--- src/design/tbd_decode_regs.vh ---
// Constants for the twelve-bit instruction decoder: field positions,
// opcode patterns, cycle timing and reset values.
// Assumes inclusion by bare name from the design files.
`ifndef TBD_DECODE_REGS_VH
`define TBD_DECODE_REGS_VH
`define TBD_BYTE_OP_HI 11
`define TBD_BYTE_OP_LO 6
`define TBD_DEST_BIT 5
`define TBD_FILE_HI 4
`define TBD_FILE_LO 0
`define TBD_BIT_OP_LO 8
`define TBD_BITPOS_HI 7
`define TBD_BITPOS_LO 5
`define TBD_LIT_OP_LO 8
`define TBD_LIT_HI 7
`define TBD_JMP_OP_LO 9
`define TBD_JMP_HI 8
`define TBD_OP_OR_IMM 4'hd
`define TBD_OP_OR_REG 6'h04
`define TBD_OP_JUMP 3'h5
`define TBD_OSC_PER_CYCLE 3'h4
`define TBD_ACC_RESET 8'h00
`define TBD_FILE_RESET 8'h00
`define TBD_FILE_COUNT 32
`endif

--- src/design/tbd_field_split.v ---
// Splits a 12-bit instruction word into the fields of each format.
// Assumes a stable instruction word; purely combinational.
`default_nettype none
`include "tbd_decode_regs.vh"
module tbd_field_split (
  input wire [11:0] insnWord,
  output wire [5:0] byteOpcode,
  output wire destSel,
  output wire [4:0] fileIndex,
  output wire [3:0] bitOpcode,
  output wire [2:0] bitPos,
  output wire [3:0] litOpcode,
  output wire [7:0] litValue,
  output wire [2:0] jumpOpcode,
  output wire [8:0] jumpTarget
);
  assign byteOpcode = insnWord[`TBD_BYTE_OP_HI:`TBD_BYTE_OP_LO];
  assign destSel = insnWord[`TBD_DEST_BIT];
  assign fileIndex = insnWord[`TBD_FILE_HI:`TBD_FILE_LO];
  assign bitOpcode = insnWord[11:`TBD_BIT_OP_LO];
  assign bitPos = insnWord[`TBD_BITPOS_HI:`TBD_BITPOS_LO];
  assign litOpcode = insnWord[11:`TBD_LIT_OP_LO];
  assign litValue = insnWord[`TBD_LIT_HI:0];
  assign jumpOpcode = insnWord[11:`TBD_JMP_OP_LO];
  assign jumpTarget = insnWord[`TBD_JMP_HI:0];
endmodule // tbd_field_split
`default_nettype wire

--- src/design/tbd_insn_decode.v ---
// Instruction decoder and inclusive-OR execution unit of a small core.
// Assumes program memory presents a word on insnWord, held for the whole
// instruction cycle, and insnValid from logic on core_clk.
// Summary of operation
// - Byte format: opcode bits 11..6, destination bit 5, file index 4..0.
// - Destination 0 writes accumulator; 1 writes the addressed file register.
// - Literal format: opcode 11..8, eight-bit constant 7..0.
// - Jump format: opcode 11..9, nine-bit target 8..0.
// - Upper nibble 1101 ORs constant into accumulator in one cycle.
// - OR-immediate updates zero flag and is one program word.
// - Pattern 0001 00df ffff ORs accumulator with file register, updates zero.
// - OR-register destination 0 goes to accumulator, 1 to file register.
// - Instruction cycle is four oscillator periods; jumps take two cycles.
// - The file index selects one of 32 registers, 0x00 to 0x1F.
`default_nettype none
`include "tbd_decode_regs.vh"
module tbd_insn_decode (
  input wire core_clk,
  input wire reset_n,
  input wire [11:0] insnWord,
  input wire insnValid,
  output wire insnAccept,
  output reg [7:0] accValue,
  output reg zeroFlag,
  output reg [4:0] fileIndexOut,
  output reg [2:0] bitPosOut,
  output reg [7:0] litOut,
  output reg [8:0] jumpTargetOut,
  output reg jumpTaken,
  output reg orImmDone,
  output reg orRegDone
);
  localparam [2:0] ST_IDLE = 3'b001;
  localparam [2:0] ST_EXEC = 3'b010;
  localparam [2:0] ST_FLUSH = 3'b100;

  wire [5:0] byteOpcode;
  wire destSel;
  wire [4:0] fileIndex;
  wire [2:0] bitPos;
  wire [3:0] litOpcode;
  wire [7:0] litValue;
  wire [2:0] jumpOpcode;
  wire [8:0] jumpTarget;

  tbd_field_split fieldSplit (
    .insnWord(insnWord),
    .byteOpcode(byteOpcode),
    .destSel(destSel),
    .fileIndex(fileIndex),
    .bitOpcode(),
    .bitPos(bitPos),
    .litOpcode(litOpcode),
    .litValue(litValue),
    .jumpOpcode(jumpOpcode),
    .jumpTarget(jumpTarget)
  );

  reg [7:0] fileMem [0:`TBD_FILE_COUNT-1];
  reg [2:0] state_reg;
  reg [2:0] state_next;
  reg [2:0] phase_reg;
  reg orImm_reg;
  reg orReg_reg;
  reg jump_reg;
  reg destFile_reg;
  reg [8:0] target_reg;
  reg [7:0] accValue_next;
  reg zeroFlag_next;
  reg [8:0] jumpTargetOut_next;
  reg jumpTaken_next;
  reg orImmDone_next;
  reg orRegDone_next;

  wire [2:0] lastPhase;
  wire phaseEnd;
  wire execEnd;
  wire takeWord;
  wire decOrImm;
  wire decOrReg;
  wire decJump;
  wire [7:0] fileValue;
  wire [7:0] operand;
  wire [7:0] orResult;
  wire orZero;
  wire fileWrite;

  assign lastPhase = `TBD_OSC_PER_CYCLE - 3'h1;
  assign phaseEnd = (phase_reg == lastPhase);
  assign execEnd = phaseEnd && (state_reg == ST_EXEC);
  // The next word is fetched while the current one executes, so plain
  // instructions issue once per instruction cycle; a jump gives up the
  // fetch slot of its own execute cycle and so costs a second cycle.
  assign insnAccept = phaseEnd && (state_reg == ST_IDLE ||
    state_reg == ST_FLUSH || (state_reg == ST_EXEC && !jump_reg));
  assign takeWord = insnAccept && insnValid;
  assign decOrImm = (litOpcode == `TBD_OP_OR_IMM);
  assign decOrReg = (byteOpcode == `TBD_OP_OR_REG);
  assign decJump = (jumpOpcode == `TBD_OP_JUMP);
  assign fileValue = fileMem[fileIndexOut];
  assign operand = orImm_reg ? litOut : fileValue;
  assign orResult = accValue | operand;
  assign orZero = (orResult == 8'h00);
  assign fileWrite = execEnd && orReg_reg && destFile_reg;

  // The flush cycle after a jump is also a fetch slot.
  always @*
  begin
    state_next = state_reg;
    case (state_reg)
      ST_IDLE, ST_FLUSH:
        if (phaseEnd)
          state_next = insnValid ? ST_EXEC : ST_IDLE;
      ST_EXEC:
        if (phaseEnd)
        begin
          if (jump_reg)
            state_next = ST_FLUSH;
          else
            state_next = insnValid ? ST_EXEC : ST_IDLE;
        end
      default:
        state_next = ST_IDLE;
    endcase
  end

  // Results land on the last phase of the execute cycle; words other than
  // the two OR forms and the jump leave accumulator, zero flag and jump target untouched.
  always @*
  begin
    accValue_next = accValue;
    zeroFlag_next = zeroFlag;
    jumpTargetOut_next = jumpTargetOut;
    jumpTaken_next = 1'b0;
    orImmDone_next = 1'b0;
    orRegDone_next = 1'b0;
    if (execEnd)
    begin
      if (orImm_reg)
      begin
        accValue_next = orResult;
        zeroFlag_next = orZero;
        orImmDone_next = 1'b1;
      end
      else if (orReg_reg)
      begin
        if (!destFile_reg)
          accValue_next = orResult;
        zeroFlag_next = orZero;
        orRegDone_next = 1'b1;
      end
      else if (jump_reg)
      begin
        jumpTargetOut_next = target_reg;
        jumpTaken_next = 1'b1;
      end
    end
  end

  // Only an OR-register word with its destination bit set writes a file
  // register, and only the one that its index selects.
  genvar gi;
  generate
    for (gi = 0; gi < `TBD_FILE_COUNT; gi = gi + 1)
    begin : fileReg
      always @(posedge core_clk)
      begin
        if (!reset_n)
          fileMem[gi] <= `TBD_FILE_RESET;
        else if (fileWrite && fileIndexOut == gi)
          fileMem[gi] <= orResult;
      end
    end
  endgenerate

  always @(posedge core_clk)
  begin
    if (!reset_n)
    begin
      state_reg <= ST_IDLE;
      phase_reg <= 3'h0;
      orImm_reg <= 1'b0;
      orReg_reg <= 1'b0;
      jump_reg <= 1'b0;
      destFile_reg <= 1'b0;
      target_reg <= 9'h000;
      accValue <= `TBD_ACC_RESET;
      zeroFlag <= 1'b0;
      fileIndexOut <= 5'h00;
      bitPosOut <= 3'h0;
      litOut <= 8'h00;
      jumpTargetOut <= 9'h000;
      jumpTaken <= 1'b0;
      orImmDone <= 1'b0;
      orRegDone <= 1'b0;
    end
    else
    begin
      state_reg <= state_next;
      phase_reg <= phaseEnd ? 3'h0 : phase_reg + 3'h1;
      accValue <= accValue_next;
      zeroFlag <= zeroFlag_next;
      jumpTargetOut <= jumpTargetOut_next;
      jumpTaken <= jumpTaken_next;
      orImmDone <= orImmDone_next;
      orRegDone <= orRegDone_next;
      // The decode is captured with the word, so the bus may move on to
      // the next word while this one executes.
      if (takeWord)
      begin
        orImm_reg <= decOrImm;
        orReg_reg <= decOrReg;
        jump_reg <= decJump;
        destFile_reg <= destSel;
        target_reg <= jumpTarget;
        fileIndexOut <= fileIndex;
        bitPosOut <= bitPos;
        litOut <= litValue;
      end
    end
  end
endmodule // tbd_insn_decode
`default_nettype wire
--- config.mk ---
export PLATFORM = sky130hd
export DESIGN_NAME = tbd_insn_decode
export DESIGN_NICKNAME = d
export VERILOG_FILES = /design/src/design/tbd_field_split.v /design/src/design/tbd_insn_decode.v
export VERILOG_INCLUDE_DIRS = /design/src /design/src/design
export SDC_FILE = /design/constraint.sdc
export NUM_CORES = 1
export LEC_CHECK = 0
export ABC_AREA = 1
export BUFFER_PORTS_ARGS = -buffer_cell sky130_fd_sc_hd__buf_2
export CORE_MARGIN = 5
export CORE_UTILIZATION = 61
export DETAILED_ROUTE_END_ITERATION = 10
export GPL_TIMING_DRIVEN = 0
export HOLD_SLACK_MARGIN = 0.12
export PLACE_DENSITY = 0.9
export SYNTH_ARGS = -nofsm -noshare
export SYNTH_HDL_FRONTEND = slang
export SYNTH_SLANG_ARGS = --single-unit
--- constraint.sdc ---
create_clock -name core_clk -period 2.61 [get_ports core_clk]
set_input_delay 0.1305 -clock core_clk [delete_from_list [all_inputs] [get_ports core_clk]]
set_output_delay 0.1305 -clock core_clk [all_outputs]
set_load 0.01 [all_outputs]
==> results of run 1 <==
==> worst min path at each step <==
stage               depth (start not counted)                    endpoint   startpoint
finish                                      3   state_reg[0]$_SDFFE_PN1P_    insnValid
global route                                4  target_reg[8]$_SDFFE_PN0P_  insnWord[8]
CTS                                         4  target_reg[7]$_SDFFE_PN0P_  insnWord[7]
detailed placement                          3  target_reg[7]$_SDFFE_PN0P_  insnWord[7]
global placement                            3  target_reg[7]$_SDFFE_PN0P_  insnWord[7]
floorplan                                   1   state_reg[0]$_SDFFE_PN1P_    insnValid
==> cell families after synthesis <==
logic type / after synthesis / share of synthesized area
fa+ha+maj: 2 / 0.00187
compound gates: 61 / 0.0236
simple gates: 942 / 0.286
flops: 300 / 0.641
buf+inv: 134 / 0.0475
==> routing by layer <==
layer  vias to the layer above  part of all wire  global-route usage
met1                      5390              0.33               0.438
met3                       235              0.14              0.0847
met5                         -                 0                   0
met4                         0             0.073               0.186
li1                       4989                 -                   -
met2                      1059              0.45               0.556
==> placed cells by master, fill, tap and decap left out, types with 2 or more instances in the layout <==
| cell | n |
|---|---|
| a21oi_1 | 35 |
| nor2_4 | 2 |
| nand2_2 | 31 |
| clkbuf_2 | 15 |
| dfxtp_1 | 43 |
| buf_2 | 63 |
| nand2_1 | 363 |
| buf_6 | 6 |
| inv_1 | 26 |
| clkbuf_16 | 31 |
| o211ai_1 | 2 |
| bufinv_16 | 4 |
| clkbuf_8 | 7 |
| nor3_1 | 3 |
| clkbuf_1 | 13 |
| ha_1 | 2 |
| nor2_1 | 299 |
| dlygate4sd3_1 | 16 |
| clkinv_2 | 6 |
| clkinv_1 | 3 |
| inv_2 | 4 |
| edfxtp_1 | 256 |
| clkbuf_4 | 16 |
| o21ai_0 | 20 |
| nand2_4 | 22 |
| nand3_1 | 217 |
| buf_4 | 45 |
| buf_1 | 2 |
==> final cells by class <==
type | instances | area share
flip-flops and latches | 300 | 0.547
multi-input cells | 1005 | 0.283
inverters | 31 | 0.00743
plain buffers | 102 | 0.0434
repair buffers | 70 | 0.0280
well taps | 280 | 0.0224
clock buffers | 42 | 0.0567
clock inverters | 14 | 0.0116
==> repair_timing <==
action                                  CTS  global route
endpoints found under the setup margin  437           502
hold endpoints to repair                 20             0
hold buffers                             16             0
setup buffers                             0             3
pin swaps                                 0             2
gates resized for setup                  78            95
==> stage by stage <==
stage          total power, W  hold WS (ps)
3_3_place_gp          0.00631           372
2_1_floorplan         0.00600           260
5_1_grt                0.0113           410
3_5_place_dp          0.00634           388
4_1_cts                0.0109           354
6_report               0.0111           389
==> worst max-delay path: cells and delay by family, from the launching register on <==
family	cells	cell delay, ps
buffers and inverters	3	960
AND/OR/NAND/NOR	8	930
AO/OA/AOI/OAI	1	100
flip-flops	1	380
==> power by group through the flow <==
stage                     logic (W)  registers (W)  clock network (W)
after floorplan            0.000527        0.00547                  0
after global placement     0.000825        0.00548                  0
after detailed placement   0.000848        0.00549                  0
after CTS                  0.000913        0.00539            0.00459
after global routing        0.00105        0.00540            0.00481
final                       0.00101        0.00539            0.00465
==> results.sh, run 1 <==
export IMPL_yosys_warnings=0
export IMPL_ant_nets=0
export IMPL_ff2ff_path_depth=12
export IMPL_synth_area_um2=13400
export IMPL_cp_start_kind="register"
export IMPL_first_global_vias=11600
export IMPL_share_comb_of_total_power=0.092
export IMPL_p_per_area_nw_per_um2=707
export IMPL_placed_cells=1770
export IMPL_clockRootBuffer="clkbuf_16"
export IMPL_tightest_slew_ps=745
export IMPL_nets=1557
export IMPL_cpMostUsedCell="nand2_1"
export IMPL_place_port_buffers=51
export IMPL_worstPathCellList="buf_1, nand3_1, nand3_1, nand2_1, nand2_1, nand3_1, o211ai_1, buf_4, nand2_1, nand2_1, buf_4, nor2_1"
export IMPL_ys_ff_latch=300
export IMPL_status="finished, violations left"
export IMPL_critPathCaptureType="register"
export IMPL_cts_buffers=30
export IMPL_clock_latency_ps=580
export IMPL_yosys_top_cells_count="416 x nand2_1, 300 x nor2_1, 256 x edfxtp_1"
export IMPL_p_int_w=0.00837
export IMPL_p_seq_frac=0.488
export IMPL_wire_per_inst_um=23.4
export IMPL_drv_cap=0
export IMPL_clock_power_share=0.421
export IMPL_clkSinkCount=300
export IMPL_fin_area_um2=15700
export IMPL_die_w_um=158
export IMPL_synth_top_cell_by_area="edfxtp_1"
export IMPL_fillerInstances=1483
export IMPL_antenna_found_initial=0
export IMPL_synth_top_area_frac=0.575
export IMPL_cts_clk_slew_worst_paths_ps=60
export IMPL_ff_latch_area_um2=8570
export IMPL_num_vias=11700
export IMPL_setup_violations=33
export IMPL_slew_headroom=0.503
export IMPL_placed_area_um2=14000
export IMPL_slew_violations=0
export IMPL_path_class="register to register"
export IMPL_layout_drive_gt1_share=0.165
export IMPL_p_switching_w=0.00269
export IMPL_overflow=0
export IMPL_crit_end="fileMem[30][7]$_SDFFCE_PN0P_"
export IMPL_finalHoldViolCount=0
export IMPL_crit_slowest_cell="buf_1"
export IMPL_synth_cells=1439
export IMPL_max_freq_ghz=0.374
export IMPL_n_antenna_cell=0
export IMPL_num_rows=54
export IMPL_tritoncts="yes"
export IMPL_die_area_um2=25000
export IMPL_hpwl_um=28500
export IMPL_areaGrowthSynthToFinish_pct=17.1
export IMPL_hp_class="primary input to register"
export IMPL_wl_um=43100
export IMPL_core_area_um2=21700
export IMPL_fin_skew_ps=29.2
export IMPL_setup_slack_ps=-65.9
export IMPL_synth_distinct_cells=24
export IMPL_reg2reg_slack_ps=-70
export IMPL_multi_input_area_um2=4430
export IMPL_netlist_top_cells_area="edfxtp_1 58%, nand2_1 12%, nor2_1 8.4%"
export IMPL_num_io_pins=53
export IMPL_violations="setup timing"
export IMPL_cp_data_required_time_ps=2900
export IMPL_start_util=0.616
export IMPL_utilization=0.722
export IMPL_first_pass_iters=6
export IMPL_top_register="fileMem"
export IMPL_swShare=0.243
export IMPL_slowest_delay_ps=540
export IMPL_top_regs="fileMem (256), jumpTargetOut (9), accValue (8)"
export IMPL_synth_seq_area_share=0.641
export IMPL_min_period_ps=2680
export IMPL_worstPathArrival_ps=2970
export IMPL_die_h_um=158
export IMPL_first_iter_violations=1767
export IMPL_gp_congestion=1.03
export IMPL_setup_tns_ps=-1010
export IMPL_layout_cells_non_filler=1844
export IMPL_power_static_leakage_nw=6.04
export IMPL_worst_ir_drop_vdd_v=0.000546
export IMPL_async_reset_ff_frac=0
export IMPL_clock_path_buffers=3
export IMPL_largest_reg_flops=256
export IMPL_regToRegEndpoint="fileMem[30][7]$_SDFFCE_PN0P_"
export IMPL_synth_most_common_cell="nand2_1"
export IMPL_grt_max_degree=16
export IMPL_drc_errors=0
export IMPL_track_usage=0.347
export IMPL_h_tree_depth=1
export IMPL_synth_flop_cell="edfxtp_1"
export IMPL_synth_nets=1456
export IMPL_grt_pass1_wl_um=64800
export IMPL_period_share=1.03
export IMPL_synth_edf_count=256
export IMPL_synth_area_per_cell_um2=9.29
export IMPL_dp_slack_ps=-243
export IMPL_via_per_inst=6.33
export IMPL_cp_max_fo=10
export IMPL_grt_setup_unrepaired="true"
No activity file was read; power rests on OpenSTA's default activity.
==> run 2: changes to the inputs <==
--- a/config.mk
+++ b/config.mk
@@ -14,6 +14,7 @@
 export GPL_TIMING_DRIVEN = 0
 export HOLD_SLACK_MARGIN = 0.12
 export PLACE_DENSITY = 0.9
+export SETUP_SLACK_MARGIN = 0.02
 export SYNTH_ARGS = -nofsm -noshare
 export SYNTH_HDL_FRONTEND = slang
 export SYNTH_SLANG_ARGS = --single-unit
==> run 2 against run 1 <==
  * The run still ends with setup timing left
  * Fmax rose by 1.5%
  * Register-to-register slack better by 40 ps
  * Sequential share of layout area fell by 0.13 points
  * Critical path type unchanged
==> results.sh, run 2 (synthesized netlist as in run 1, its figures left out) <==
export IMPL_num_io_pins=53
export IMPL_clockRootBuffer="clkbuf_16"
export IMPL_first_global_vias=11600
export IMPL_ant_nets=0
export IMPL_via_per_inst=6.33
export IMPL_top_register="fileMem"
export IMPL_core_area_um2=21700
export IMPL_fin_skew_ps=30.0
export IMPL_first_pass_iters=6
export IMPL_final_common_cell="nand2_1"
export IMPL_antenna_found_initial=0
export IMPL_hp_class="primary input to register"
export IMPL_cp_max_fo=10
export IMPL_n_antenna_cell=0
export IMPL_crit_slowest_cell="dfxtp_2"
export IMPL_cts_clk_slew_worst_paths_ps=60
export IMPL_tightest_slew_ps=750
export IMPL_layout_common_cells="359 x nand2_1, 299 x nor2_1, 256 x edfxtp_1, 218 x nand3_1, 63 x buf_2"
export IMPL_clkSinkCount=300
export IMPL_areaGrowthSynthToFinish_pct=17.4
export IMPL_worstPathArrival_ps=2930
export IMPL_num_rows=54
export IMPL_placed_area_um2=14000
export IMPL_overflow=0
export IMPL_top_regs="fileMem (256), jumpTargetOut (9), accValue (8)"
export IMPL_clock_path_buffers=3
export IMPL_violations="setup timing"
export IMPL_cp_start_kind="register"
export IMPL_path_class="register to register"
export IMPL_slew_violations=0
export IMPL_tritoncts="yes"
export IMPL_dp_slack_ps=-243
export IMPL_wire_per_inst_um=23.3
export IMPL_slew_headroom=0.500
export IMPL_wl_um=43000
export IMPL_gp_congestion=1.03
export IMPL_nets=1557
export IMPL_power_total_w=0.0111
export IMPL_hpwl_um=28500
export IMPL_finalHoldViolCount=0
export IMPL_layout_drive_gt1_share=0.168
export IMPL_cp_data_required_time_ps=2910
export IMPL_grt_setup_unrepaired="true"
export IMPL_setup_violations=11
export IMPL_worst_path_buf_inv=4
export IMPL_power_static_leakage_nw=6.06
export IMPL_die_area_um2=25000
export IMPL_slowest_delay_ps=400
export IMPL_max_freq_ghz=0.379
export IMPL_die_h_um=158
export IMPL_cts_buffers=30
export IMPL_num_vias=11700
export IMPL_min_period_ps=2640
export IMPL_cpLargestDelayFamily="simple AND/OR/NAND/NOR gates"
export IMPL_status="finished, violations left"
export IMPL_drv_cap=0
export IMPL_track_usage=0.349
export IMPL_critPathCaptureType="register"
export IMPL_drc_errors=0
export IMPL_placed_cells=1770
export IMPL_grt_max_degree=16
export IMPL_setup_tns_ps=-101
export IMPL_worst_ir_drop_vdd_v=0.000549
export IMPL_clock_latency_ps=590
export IMPL_place_port_buffers=51
export IMPL_first_iter_violations=1906
export IMPL_p_per_area_nw_per_um2=705
export IMPL_reg2reg_slack_ps=-30
export IMPL_largest_reg_flops=256
export IMPL_layout_cells_non_filler=1844
export IMPL_fin_area_um2=15700
export IMPL_period_share=1.01
export IMPL_h_tree_depth=1
export IMPL_grt_pass1_wl_um=65200
export IMPL_setup_slack_ps=-25.2
export IMPL_die_w_um=158
export IMPL_start_util=0.616
export IMPL_worstPathCellList="inv_2, buf_6, buf_4, nand2_1, nand3_1, nand3_1, nand2_1, nand2_1, nand3_1, nand3_1, nand2_1, nand2_2, clkbuf_4, nor2_1"
-- run 2: cell types whose count changed in the layout (fill, tap and decap cells not counted), sizes merged --
cell | before | now
dlygate4sd3 | 16 | 17
clkbuf | 82 | 81
-- run 2: timing repair --
| action | in CTS | in global routing |
|---|---|---|
| resized for setup | 97 | 86 |
| hold buffers | 17 | 0 |
| endpoints found under the setup margin | 453 | 512 |
| pin swaps | 0 | 2 |
| buffers inserted | 0 | 2 |
| hold endpoints to repair | 20 | 0 |
-- run 2: layer usage --
metal	vias up	part of all wire	global-route usage
met5	-	0	0
met4	0	0.069	0.195
met3	225	0.15	0.0957
met2	1036	0.46	0.557
met1	5412	0.33	0.435
li1	5001	-	-
-- run 2: area by class of cell --
type / count / area (um^2)
sequential: 300 / 8570
fill: 1471 / 6000
multi-input combinational: 1005 / 4450
clock buffer: 42 / 887
buffer: 102 / 699
timing repair buffer: 70 / 440
tap: 280 / 350
clock inverter: 14 / 181
inverter: 31 / 116
-- run 2: path summary, 6_finish.rpt --
check | start | to | cells past startpoint
worst max-delay path | register | fileMem[10][4]$_SDFFCE_PN0P_ | 14
worst min-delay path | insnValid | state_reg[0]$_SDFFE_PN1P_ | 3
worst max register to register | register | fileMem[10][4]$_SDFFCE_PN0P_ | 14
worst min register to register | phase_reg[0]$_SDFF_PP0_ | phase_reg[0]$_SDFF_PP0_ | 1
-- run 2: through the flow --
stage	hold slack, ps	utilization
floorplan	260	-
global placement	372	0.644
detailed placement	388	0.644
CTS	354	0.714
global route	410	0.723
finish	386	0.723
-- run 2: worst min-delay path, stage by stage --
cell           delay [ps]
dlygate4sd3_1         530
buf_2                 130
o211ai_1              100
-- run 2: power breakdown --
part	leakage, nW	switching [W]	total, W	internal (W)
logic	2.53	0.000729	0.00101	0.000283
registers	3.00	0.0000628	0.00539	0.00533
clock network	0.527	0.00189	0.00465	0.00276
total	6.06	0.00268	0.0111	0.00837
==> run 3: changes to the inputs <==
--- a/config.mk
+++ b/config.mk
@@ -17,4 +17,5 @@
 export SETUP_SLACK_MARGIN = 0.02
 export SYNTH_ARGS = -nofsm -noshare
 export SYNTH_HDL_FRONTEND = slang
+export SYNTH_HIERARCHICAL = 1
 export SYNTH_SLANG_ARGS = --single-unit
==> run 3 against run 2 <==
  * The flow still finishes with violations (setup timing)
  * Sequential power is 5.0% higher
  * Hold slack worse by 27 ps
  * Die area is 5.3% higher
  * Sequential share of layout area is 0.29 points higher
  * Via count is 2.8% higher
  * Global-route usage is 2.9 points lower
  * Wire length is 0.62% lower
  * Final cell count is 5.0% higher
  * Clock power is 10% lower
  * Critical path depth is 1 lower
  * Non-clock buffer count is 17 higher
  * Total power is 1.7% lower
  * Critical path type unchanged
  * Highest routed layer unchanged
==> results.sh, run 3 <==
export IMPL_power_static_leakage_nw=6.22
export IMPL_cp_max_fo=10
export IMPL_clock_latency_ps=580
export IMPL_drv_cap=0
export IMPL_hold_path_endpoint="phase_reg[2]$_SDFF_PP0_"
export IMPL_critPathCaptureType="register"
export IMPL_first_iter_violations=1753
export IMPL_first_pass_iters=6
export IMPL_start_util=0.622
export IMPL_die_area_um2=26300
export IMPL_violations="setup timing"
export IMPL_synth_cells=1538
export IMPL_die_w_um=162
export IMPL_ff2ff_path_depth=13
export IMPL_die_h_um=162
export IMPL_h_tree_depth=1
export IMPL_path_class="register to register"
export IMPL_nets=1646
export IMPL_largest_reg_flops=256
export IMPL_grt_max_degree=16
export IMPL_yosys_warnings=6
export IMPL_cts_buffers=31
export IMPL_holdPathStages=4
export IMPL_max_freq_ghz=0.381
export IMPL_hold_slack_ps=359
export IMPL_grt_pass1_wl_um=64500
export IMPL_areaGrowthSynthToFinish_pct=14.8
export IMPL_power_total_w=0.0109
export IMPL_core_area_um2=22700
export IMPL_clockRootBuffer="clkbuf_16"
export IMPL_setup_violations=1
export IMPL_reg2reg_slack_ps=-10
export IMPL_cp_start_kind="register"
export IMPL_num_rows=55
export IMPL_overflow=0
export IMPL_period_share=1.01
export IMPL_ff_latch_area_um2=8910
export IMPL_hp_class="primary input to register"
export IMPL_num_vias=12000
export IMPL_slew_violations=0
export IMPL_worstPathArrival_ps=3030
export IMPL_layout_drive_gt1_share=0.156
export IMPL_cts_clk_slew_worst_paths_ps=70
export IMPL_finalHoldViolCount=0
export IMPL_synth_nets=1555
export IMPL_worstHoldStart="reset_n"
export IMPL_n_antenna_cell=0
export IMPL_worst_ir_drop_vdd_v=0.000664
export IMPL_wl_um=42800
export IMPL_gp_congestion=1.11
export IMPL_regToRegEndpoint="fileMem[23][4]$_SDFFCE_PN0P_"
export IMPL_drc_errors=0
export IMPL_layout_common_cells="388 x nand2_1, 293 x nor2_1, 256 x edfxtp_1, 215 x nand3_1, 66 x buf_4"
export IMPL_setup_slack_ps=-13.4
export IMPL_antenna_found_initial=0
export IMPL_p_per_area_nw_per_um2=670
export IMPL_via_per_inst=6.20
export IMPL_clkSinkCount=317
export IMPL_final_common_cell="nand2_1"
export IMPL_hpwl_um=29200
export IMPL_clock_path_buffers=3
export IMPL_slew_headroom=0.0657
export IMPL_num_io_pins=53
export IMPL_tightest_slew_ps=1400
export IMPL_multi_input_area_um2=4600
export IMPL_fin_skew_ps=24.9
export IMPL_first_global_vias=11700
export IMPL_ant_nets=0
export IMPL_cp_data_required_time_ps=3010
export IMPL_fillerInstances=1576
export IMPL_dp_slack_ps=-238
export IMPL_synth_area_um2=14100
export IMPL_wire_per_inst_um=22.1
export IMPL_place_port_buffers=40
export IMPL_grt_setup_unrepaired="true"
export IMPL_track_usage=0.320
export IMPL_status="finished, violations left"
export IMPL_min_period_ps=2620
export IMPL_tritoncts="yes"
export IMPL_synth_area_per_cell_um2=9.19
==> run 3: through the flow <==
stage | setup TNS (ps) | instances | instance area [um^2] | utilization
final | -13.4 | 1937 | 16200 | 0.715
after global routing | -2170 | 1937 | 16200 | 0.715
after CTS | -336 | 1938 | 16000 | 0.704
after detailed placement | -58310 | 1863 | 14700 | 0.647
after global placement | -33760 | 1863 | 14700 | 0.647
after floorplan | 0 | 1538 | 14100 | -
==> run 3: area by class of cell <==
type,count,share of cell area
multi-input cells,1045,0.284
repair buffers,59,0.0241
clock buffers,43,0.0532
plain buffers,130,0.0534
well taps,285,0.0220
flip-flops and latches,317,0.549
clock inverters,13,0.00401
inverters,45,0.0106
==> run 3: worst max-delay path by stage <==
stage	start	to	slack [ps]	cells past startpoint
after detailed placement	register	fileMem[23][4]$_SDFFCE_PN0P_	-240	12
after CTS	register	fileMem[8][4]$_SDFFCE_PN0P_	-30	14
after global routing	phase_reg[0]$_SDFF_PP0_	fileMem[7][1]$_SDFFCE_PN0P_	-70	9
final	register	fileMem[23][4]$_SDFFCE_PN0P_	-10	13
after global placement	register	fileMem[23][0]$_SDFFCE_PN0P_	-230	12
after floorplan	phase_reg[0]$_SDFF_PP0_	fileMem[16][0]$_SDFFCE_PN0P_	470	9
==> run 3: worst max-delay path: stages (launching register included) <==
cell,delay (ps)
dfxtp_2,390
buf_4,210
clkbuf_4,260
nand2_1,70
nand3_1,90
nand3_1,110
nand2_1,130
nand2_1,60
nand3_1,190
nand3_1,150
nand2_1,180
nand2_4,150
buf_4,260
nor2_1,160
==> run 3: power breakdown <==
group | switching (W) | leakage, nW | internal [W] | total [W]
Sequential | 0.0000598 | 3.14 | 0.00560 | 0.00566
Combinational | 0.000746 | 2.63 | 0.000295 | 0.00104
Clock | 0.00187 | 0.460 | 0.00229 | 0.00417
==> run 3: repair_timing <==
| item | 4_1_cts | 5_1_grt |
|---|---|---|
| pin swaps | 0 | 1 |
| gates resized for setup | 73 | 97 |
| hold buffers | 19 | 0 |
| endpoints found under the setup margin | 440 | 469 |
| setup buffers | 0 | 0 |
| endpoints found under the hold margin | 41 | 0 |
==> run 3: metal layers <==
| layer | part of all wire | vias up | track usage |
|---|---|---|---|
| met3 | 0.14 | 193 | 0.0746 |
| met4 | 0.059 | 0 | 0.158 |
| met1 | 0.34 | 5603 | 0.410 |
| met5 | 0 | - | 0 |
| li1 | - | 5251 | - |
| met2 | 0.46 | 956 | 0.516 |
